## config.mk

```make
export PLATFORM = sky130hd
export DESIGN_NAME = sync_memory_mode_setup
export DESIGN_NICKNAME = d
export VERILOG_FILES = /design/src/logic/domain_config_store.v /design/src/logic/sync_memory_mode_setup.v
export VERILOG_INCLUDE_DIRS = /design/src /design/src/logic
export SDC_FILE = /design/constraint.sdc
export NUM_CORES = 1
export LEC_CHECK = 0
export BUFFER_PORTS_ARGS = -buffer_cell sky130_fd_sc_hd__buf_2
export CAP_MARGIN = 10
export CORE_ASPECT_RATIO = 1.5
export CORE_MARGIN = 5
export CORE_UTILIZATION = 45
export DETAILED_ROUTE_END_ITERATION = 7
export PLACE_DENSITY = 0.75
export SLEW_MARGIN = 10
export SYNTH_ARGS = -nofsm -noshare
export SYNTH_HDL_FRONTEND = slang
export SYNTH_SLANG_ARGS = --single-unit
export TNS_END_PERCENT = 20
```

## constraint.sdc

```tcl
create_clock -name mclk -period 2.55 [get_ports mclk]
set_input_delay 0.51 -clock mclk [delete_from_list [all_inputs] [get_ports mclk]]
set_output_delay 0.51 -clock mclk [all_outputs]
set_load 0.02 [all_outputs]
```

## src/logic/sync_memory_mode_setup_regs.vh

```
// What this block does
// RL1 - In mode-set access, the next read's address drives the memory address pins.
// RL2 - Software puts burst length in command bits two to zero: four or eight.
// RL3 - Command bit three picks sequential or interleaved bursts.
// RL4 - Command bits six to four carry column latency, two or three cycles.
// RL5 - Software keeps operating-mode and reserved command bits at zero.
// RL6 - Command bit nine forces single-word write bursts; not for ROM.
// RL7 - ROM burst length sits in bits one to zero; row and column latency follow.
// RL8 - On a 32-bit bus, address bits 22 to 10 go to pins 12 to 0.
// RL9 - On a 16-bit bus the command mapping shifts down by one bit.
// RL10 - On a 32-bit bus software uses the documented mode-set read addresses.
// RL11 - On a 16-bit bus software uses the documented mode-set read addresses.
// RL12 - Standby entry: precharge, no-ops, clock enable low, auto refresh, self refresh.
// RL13 - Standby exit: settle, clock enable high, ten no-ops, auto refresh, leave.
// RL14 - Command load drives read address as value and data pins as flash command.
// RL15 - Auto refresh selects no domain when the domain last decoded from read_addr has single write burst set, else all four.
// RL16 - Memory space splits into four domains of 256 Mbytes each.
// RL17 - Address patterns 1100, 1101, 1110 select domains zero, one, two.
// RL18 - Domain three answers 0000 with boot option one, else 1111.
// RL19 - Initialize with mode-set and no command load issues continuous no-ops.
// RL20 - Initialize alone issues precharge-all commands.
// RL21 - Each domain has its own configuration choosing DRAM, ROM or flash.
// RL22 - A read during mode-set or command load makes one command cycle.
`ifndef SYNC_MEMORY_MODE_SETUP_REGS_VH
`define SYNC_MEMORY_MODE_SETUP_REGS_VH
`define CMD_NOP        3'h0
`define CMD_PRECHARGE  3'h1
`define CMD_MODE_SET   3'h2
`define CMD_LOAD       3'h3
`define CMD_REFRESH    3'h4
`define CMD_SELF_ENTER 3'h5
`define CMD_SELF_EXIT  3'h6
`define CMD_READ       3'h7
`define TYPE_DRAM      2'h0
`define TYPE_ROM       2'h1
`define TYPE_FLASH     2'h2
`define SEL_DOMAIN0    4'hc
`define SEL_DOMAIN1    4'hd
`define SEL_DOMAIN2    4'he
`define SEL_D3_BOOT1   4'h0
`define SEL_D3_BOOT0   4'hf
`define WIDE_LOW_BIT   10
`define NARROW_LOW_BIT 9
`define EXIT_NOP_COUNT 4'ha
`define SETTLE_NS      1000
`define MCLK_NS        20
`define SETTLE_CYCLES  ((`SETTLE_NS + `MCLK_NS - 1) / `MCLK_NS)
`define RESET_CFG      4'h0
`endif

```

## src/logic/domain_config_store.v

```verilog
`timescale 1ns/100ps
`default_nettype none
// Holds one configuration word per domain; read data come from a register.
module domain_config_store #(
  parameter WIDTH = 4,
  parameter DEPTH = 4
) (
  input  wire                     mclk,
  input  wire                     reset_n,
  input  wire                     write_en,
  input  wire [1:0]               write_index,
  input  wire [WIDTH-1:0]         write_data,
  input  wire [1:0]               read_index,
  output reg  [WIDTH-1:0]         read_data
);
  reg [WIDTH-1:0] cells [0:DEPTH-1];
  integer i;

  // RL21 per-domain config.
  always @(posedge mclk) begin
    if (!reset_n) begin
      for (i = 0; i < DEPTH; i = i + 1) begin
        cells[i] <= {WIDTH{1'b0}};
      end
      read_data <= {WIDTH{1'b0}};
    end else begin
      if (write_en) begin
        cells[write_index] <= write_data;
      end
      read_data <= cells[read_index];
    end
  end
endmodule // domain_config_store
`default_nettype wire

```

## src/logic/sync_memory_mode_setup.v

```verilog
`timescale 1ns/100ps
`default_nettype none
`include "sync_memory_mode_setup_regs.vh"
// Config word per domain: [1:0] device type, [2] single_write_burst, [3] narrow bus.
module sync_memory_mode_setup #(
  parameter SETTLE_COUNT = `SETTLE_CYCLES
) (
  input  wire        mclk,
  input  wire        reset_n,
  input  wire        init_bit,
  input  wire        mode_set_access,
  input  wire        load_command_access,
  input  wire        cfg_write,
  input  wire [1:0]  cfg_index,
  input  wire [3:0]  cfg_data,
  input  wire        boot_option_pin,
  input  wire        read_req,
  input  wire [31:0] read_addr,
  input  wire [15:0] flash_command,
  input  wire        standby_req,
  input  wire        wake_req,
  input  wire        link_clock,
  output wire        read_ack,
  output reg  [12:0] mem_addr,
  output reg  [15:0] mem_data_out,
  output reg         mem_data_oe,
  output reg  [2:0]  mem_command,
  output reg  [3:0]  domain_chip_select_n,
  output reg         memory_clock_enable_out,
  output reg         in_self_refresh,
  output reg         cpu_stop_ok,
  output reg         burst_order_field,
  output reg         single_write_burst,
  output reg  [1:0]  device_type
);
  localparam ST_RUN     = 4'h0;
  localparam ST_PRE     = 4'h1;
  localparam ST_NOP     = 4'h2;
  localparam ST_CKE_LO  = 4'h3;
  localparam ST_AREF    = 4'h4;
  localparam ST_SELF    = 4'h5;
  localparam ST_SETTLE  = 4'h6;
  localparam ST_CKE_HI  = 4'h7;
  localparam ST_NOPS    = 4'h8;
  localparam ST_AREF2   = 4'h9;
  localparam ST_LEAVE   = 4'ha;

  reg        boot_sync1;
  reg        boot_sync2;
  reg        boot_option_latch;
  reg        boot_taken;
  reg        link_sync1;
  reg        link_sync2;
  reg        link_last;
  reg [3:0]  state;
  reg [15:0] count;
  reg [1:0]  sel_index;
  wire [3:0] cfg_word;

  // Decodes address bits 31 to 28 into a domain index and a hit flag.
  function [2:0] decode_domain;
    input [3:0] top;
    input       boot;
    begin
      // RL17 domains zero to two.
      if (top == `SEL_DOMAIN0) decode_domain = 3'h4;
      else if (top == `SEL_DOMAIN1) decode_domain = 3'h5;
      else if (top == `SEL_DOMAIN2) decode_domain = 3'h6;
      // RL18 domain three boot choice.
      else if (top == (boot ? `SEL_D3_BOOT1 : `SEL_D3_BOOT0)) decode_domain = 3'h7;
      else decode_domain = 3'h0;
    end
  endfunction

  wire [2:0] hit = decode_domain(read_addr[31:28], boot_option_latch);
  wire       link_rise = link_sync2 & ~link_last;

  domain_config_store #(
    .WIDTH (4),
    .DEPTH (4)
  ) store (
    .mclk        (mclk),
    .reset_n     (reset_n),
    .write_en    (cfg_write),
    .write_index (cfg_index),
    .write_data  (cfg_data),
    .read_index  (sel_index),
    .read_data   (cfg_word)
  );

  // RL22 one command per read.
  assign read_ack = read_req & (state == ST_RUN) & link_rise;

  // Boot option synchroniser runs through reset so the latch sees the settled pin.
  always @(posedge mclk) begin
    boot_sync1 <= boot_option_pin;
    boot_sync2 <= boot_sync1;
  end

  always @(posedge mclk) begin
    if (!reset_n) begin
      boot_option_latch <= 1'b0;
      boot_taken <= 1'b0;
      link_sync1 <= 1'b0;
      link_sync2 <= 1'b0;
      link_last <= 1'b0;
      state <= ST_RUN;
      count <= 16'h0000;
      sel_index <= 2'h0;
      mem_addr <= 13'h0000;
      mem_data_out <= 16'h0000;
      mem_data_oe <= 1'b0;
      mem_command <= `CMD_NOP;
      domain_chip_select_n <= 4'hf;
      memory_clock_enable_out <= 1'b1;
      in_self_refresh <= 1'b0;
      cpu_stop_ok <= 1'b0;
      burst_order_field <= 1'b0;
      single_write_burst <= 1'b0;
      device_type <= `TYPE_DRAM;
    end else begin
      link_sync1 <= link_clock;
      link_sync2 <= link_sync1;
      link_last <= link_sync2;
      // RL18 boot option latched once.
      if (!boot_taken) begin
        boot_taken <= 1'b1;
        boot_option_latch <= boot_sync2;
      end
      if (hit[2]) sel_index <= hit[1:0];
      single_write_burst <= cfg_word[2];
      device_type <= cfg_word[1:0];
      if (link_rise) begin
        mem_command <= `CMD_NOP;
        mem_data_oe <= 1'b0;
        domain_chip_select_n <= 4'hf;
        case (state)
          ST_RUN: begin
            if (standby_req) begin
              // RL12 precharge first.
              state <= ST_PRE;
            end else if (init_bit) begin
              domain_chip_select_n <= 4'h0;
              // RL19 continuous no-ops; RL20 precharge all.
              mem_command <= mode_set_access ? `CMD_NOP : `CMD_PRECHARGE;
            end else if (read_req && hit[2]) begin
              // RL16 one select per 256 Mbyte domain.
              domain_chip_select_n <= ~(4'h1 << hit[1:0]);
              // RL8 wide map; RL9 narrow map shifted.
              mem_addr <= cfg_word[3] ? read_addr[`NARROW_LOW_BIT+12:`NARROW_LOW_BIT]
                                      : read_addr[`WIDE_LOW_BIT+12:`WIDE_LOW_BIT];
              // RL3 burst order from command bit three; RL6 bit nine rides along.
              burst_order_field <= cfg_word[3] ? read_addr[`NARROW_LOW_BIT+3]
                                               : read_addr[`WIDE_LOW_BIT+3];
              if (load_command_access) begin
                // RL14 flash command on data pins.
                mem_command <= `CMD_LOAD;
                mem_data_out <= flash_command;
                mem_data_oe <= 1'b1;
              end else if (mode_set_access) begin
                // RL1 address becomes mode word.
                mem_command <= `CMD_MODE_SET;
              end else begin
                mem_command <= `CMD_READ;
              end
            end
          end
          ST_PRE: begin
            domain_chip_select_n <= 4'h0;
            mem_command <= `CMD_PRECHARGE;
            state <= ST_NOP;
          end
          ST_NOP: state <= ST_CKE_LO;
          ST_CKE_LO: begin
            // RL12 clock enable low.
            memory_clock_enable_out <= 1'b0;
            state <= ST_AREF;
          end
          ST_AREF: begin
            // RL15 no refresh selects if the domain last decoded from read_addr has single write burst set.
            domain_chip_select_n <= cfg_word[2] ? 4'hf : 4'h0;
            mem_command <= `CMD_REFRESH;
            state <= ST_SELF;
          end
          ST_SELF: begin
            if (!in_self_refresh) begin
              domain_chip_select_n <= 4'h0;
              mem_command <= `CMD_SELF_ENTER;
              in_self_refresh <= 1'b1;
              cpu_stop_ok <= 1'b1;
            end
          end
          ST_SETTLE, ST_CKE_HI, ST_NOPS, ST_AREF2, ST_LEAVE: begin
            // Exit steps advance in the sequence below.
          end
          default: state <= ST_RUN;
        endcase
      end
      // RL13 settle wait counts controller clocks; later exit steps advance on link_rise.
      if (state == ST_SELF && wake_req) begin
        cpu_stop_ok <= 1'b0;
        count <= SETTLE_COUNT[15:0];
        state <= ST_SETTLE;
      end else if (state == ST_SETTLE) begin
        if (count <= 16'h0001) state <= ST_CKE_HI;
        else count <= count - 16'h0001;
      end else if (state == ST_CKE_HI && link_rise) begin
        memory_clock_enable_out <= 1'b1;
        count <= {12'h000, `EXIT_NOP_COUNT};
        state <= ST_NOPS;
      end else if (state == ST_NOPS && link_rise) begin
        // RL13 ten no-ops.
        if (count == 16'h0001) state <= ST_AREF2;
        count <= count - 16'h0001;
      end else if (state == ST_AREF2 && link_rise) begin
        // RL13 auto refresh; RL15 skipped for all if the last decoded domain has single write burst set.
        domain_chip_select_n <= cfg_word[2] ? 4'hf : 4'h0;
        mem_command <= `CMD_REFRESH;
        state <= ST_LEAVE;
      end else if (state == ST_LEAVE && link_rise) begin
        domain_chip_select_n <= 4'h0;
        mem_command <= `CMD_SELF_EXIT;
        in_self_refresh <= 1'b0;
        state <= ST_RUN;
      end
    end
  end
endmodule // sync_memory_mode_setup
`default_nettype wire

```

==> impl_summary.txt <==
----------------------------------------------------
[Synthesis]
  Cell types with the largest area share after synthesis ... sky130_fd_sc_hd__dfxtp_1, sky130_fd_sc_hd__edfxtp_1, sky130_fd_sc_hd__nand2_1
  Proportion of netlist area held by the largest area contributor ... 36.0%
  Nets in the synthesized netlist ... 526
  Total standard cell area after synthesis ... 4220 um^2
  Library cell with the largest summed area after synthesis ... sky130_fd_sc_hd__dfxtp_1
  Synthesis warning total ... 0
  Number of synthesized register bits ... 92
  Most used flip-flop cell after synthesis ... sky130_fd_sc_hd__dfxtp_1
  Library cell with the highest instance count after synthesis ... sky130_fd_sc_hd__dfxtp_1
  Commonest cells in the synthesized netlist ... sky130_fd_sc_hd__dfxtp_1, sky130_fd_sc_hd__nand2_1, sky130_fd_sc_hd__nor2_1
  Avg Inst Size Synth ... 9.20 um^2
  Number of cells produced by synthesis ... 459
  Post-synth ARST share ... 0%
  Distinct cell type count after synthesis ... 64
  Post-synth EDFFs ... 16
  Portion of the post-synthesis area used by sequential elements ... 47.4%

[Pwr]
  Cell Int Power ... 2.37 mW
  Proportion of power drawn by combinational gates ... 6.7%
  Clk network pwr share ... 42.5%
  Static leakage power ... 2.11 nW
  Sw Ratio ... 22.1%
  Largest voltage drop on the vdd net ... 0.000371 V
  Switch Pwr ... 0.675 mW
  Total power density per cell area ... 593 nW/um^2
  Sequential cell fraction of total power ... 50.8%

[CTS]
  Total of cells resized after clock tree synthesis ... 0
  TritonCTS clock tree ... yes
  CTS Hold Buffers Added ... 0
  Clk_lat worst skew ... 350 ps
  Clk Tree Root Cell ... sky130_fd_sc_hd__clkbuf_16
  Number of CTS-inserted buffers ... 9
  Level count of the clock H-tree ... 3
  Post-CTS setup-driven buffer insertion count ... 0
  Clock Tree Buf Depth ... 2
  Clock-pin slew reported for the worst setup and hold paths after clock tree synthesis ... 70 ps
  Sink count of the clock tree ... 92

[Global route]
  Busiest layer in global routing ... met2
  Total global routing track utilization ... 18.1%
  Via count of the first global-routing pass ... 3,718
  Met1 capacity usage during global routing ... 19.9%
  Met2 Use GR ... 32.5%
  Maximum number of pins on one net before global-route repair ... 29
  Overall overflow remaining after global route ... 0
  Wire length of the first global-routing pass ... 16,500 um
  Antenna violations before repair ... 0
  Global routing usage on met3 ... 4.29%

[STA]
  Final clock skew ... 8.70 ps
  Count of pins over their slew limit ... 0
  Final setup TNS ... 0 ps
  Number of endpoints with negative hold slack in the final report ... 0
  Maximum clock rate ... 0.442 GHz
  Min Tclk post-route ... 2260 ps
  Number of setup violations in the final report ... 0
  Slew margin rel. ... 50.4%
  Final worst path period share ... 88.7%
  Setup repair after global routing missed its margin ... false
  Least-Margin Pin Slew ... 743 ps

[Route]
  Routed via count ... 3,696
  Final Routed Wirelength ... 10,100 um
  Post-route antenna net violation count ... 0
  Avg WL per Cell ... 15.1 um
  Iteration-0 DRC count of the detailed router ... 198
  Vias/cell ... 5.51
  Total iterations of the first detailed-routing run ... 4
  Residual DRC ... 0

[Critical path]
  Worst-path fanout max ... 5
  CP cell instances ... inv_1, ha_1, or3b_2, nor3_1, o221ai_1, or4_2, nand2_1
  Required time at the endpoint of the critical path ... 2850 ps
  Critical path data arrival time ... 2560 ps
  Endpoint class of the critical path ... flop
  Worst path max stage delay ... 570 ps
  Beginning of the worst register-to-register path ... count[1]
  R2R depth ... 7
  Cell family with the largest share of critical-path delay ... simple AND/OR/NAND/NOR gates
  Count of buffering cells on the critical path with inverters included ... 1
  Crit Path Class ... reg2reg
  FF-to-FF setup slack ... 290 ps
  Cell type of the slowest stage on the worst timing path ... sky130_fd_sc_hd__or4_2
  Critical Path Start ... count[1]
  Type of element launching the critical path ... flop
  Capturing point of the worst reg2reg path ... count[14]

[Hold path]
  Path category of the worst min-delay check ... in2reg
  Hold Path Depth ... 1
  HP Start ... boot_option_pin
  Endpoint of the worst hold-timing path ... boot_sync1

[Floorplan]
  Number of placement rows ... 43
  I/O pin count ... 110
  Overall die height ... 129 um
  Floorplan die area ... 11,500 um^2
  Chip width ... 89.1 um
  Starting density of the core ... 45.9%
  Placeable core region ... 9200 um^2

[Final layout]
  Final Core Density ... 55.9%
  Count of nets after finishing ... 621
  Layout overhead on the synthesized area ... 21.8%
  Layout fillers ... 823
  Antenna diode count ... 0
  Layout cells sized above 1 ... 27.0%

[Placed design]
  Global placer's final weighted congestion ... 0.903
  Placed wire-length estimate after detailed placement ... 7660 um
  Input/output buffers ... 95

[Job]
  Max-cap violations ... 0

[Outcome]
  Run status ... finished clean

----------------------------------------------------
[metal layers]
layer | up-vias | routed length [um] | part of all wire, %
met5 | - | 0 | 0
met4 | 0 | 184 | 1.8
met3 | 14 | 647 | 6.4
met2 | 87 | 5310 | 52
met1 | 1740 | 3980 | 39
li1 | 1855 | - | -
[flip-flops by register name, summed over array words and instances (netlist names)]
signal / count
mem_data_oe: 1
boot_sync2: 1
single_write_burst: 1
link_sync2: 1
boot_option_latch: 1
mem_command: 3
boot_taken: 1
domain_chip_select_n: 4
mem_addr: 13
link_sync1: 1
boot_sync1: 1
sel_index: 2
mem_data_out: 16
store.cells: 16
in_self_refresh: 1
link_last: 1
store.read_data: 4
memory_clock_enable_out: 1
count: 16
device_type: 2
state: 4
cpu_stop_ok: 1
[cells in the final DEF, fill, tap and decap left out, types with 6 or more instances in the layout]
cell type and instances:
sky130_fd_sc_hd__and3_1 7, sky130_fd_sc_hd__clkbuf_16 9, sky130_fd_sc_hd__edfxtp_1 16, sky130_fd_sc_hd__nand3_1 6, sky130_fd_sc_hd__inv_1 9, sky130_fd_sc_hd__and2_1 23
sky130_fd_sc_hd__a21oi_1 29, sky130_fd_sc_hd__dfxtp_1 76, sky130_fd_sc_hd__nor2_1 41, sky130_fd_sc_hd__o21ai_0 25, sky130_fd_sc_hd__o31ai_1 6, sky130_fd_sc_hd__buf_4 17
sky130_fd_sc_hd__buf_2 95, sky130_fd_sc_hd__a211oi_1 17, sky130_fd_sc_hd__nand2_1 55, sky130_fd_sc_hd__nor3_1 13, sky130_fd_sc_hd__mux2i_1 16
[through the flow]
stage                     hold WS, ps  worst slack (ps)  area, um^2  cells  power (mW)
final                             266               289        5140    671        3.05
after global routing              258               141        5140    671        3.16
after detailed placement          312               206        4860    655        1.79
after floorplan                   310               300        4220    459        1.69
after CTS                         257               278        5140    671        3.07
after global placement            344               288        4860    655        1.78
[area by class of cell]
class                      count  area (um^2)  share of cell area [%]
multi-input combinational    329         2060                    40.0
sequential                    92         2000                    38.9
timing repair buffer         113          623                    12.1
clock buffer                  11          233                    4.53
tap                          112          140                    2.73
clock inverter                 5         52.6                    1.02
inverter                       9         33.8                   0.657
[worst max-delay path by stage]
stage | endpoint | depth (start not counted)
floorplan | mem_addr[10] | 7
global placement | mem_data_out[13] | 8
detailed placement | mem_data_out[0] | 8
CTS | count[14] | 7
global route | count[11] | 6
finish | count[14] | 7
[cell families after synthesis]
kind of cell	share of synthesized area (%)
AND/OR/NAND/NOR	22.9
AO/OA/AOI/OAI	18.4
flip-flops	47.4
buffers and inverters	3.85
multiplexers	6.19
XOR/XNOR	0.623
adder cells (fa/ha/maj)	0.593
[power by group through the flow]
stage          clock network (mW)  logic, mW  registers, mW
2_1_floorplan                   0      0.122           1.57
3_3_place_gp                    0      0.200           1.58
3_5_place_dp                    0      0.206           1.58
4_1_cts                      1.32      0.206           1.55
5_1_grt                      1.38      0.226           1.55
6_report                     1.29      0.205           1.55
(Power assumes the default switching activity.)
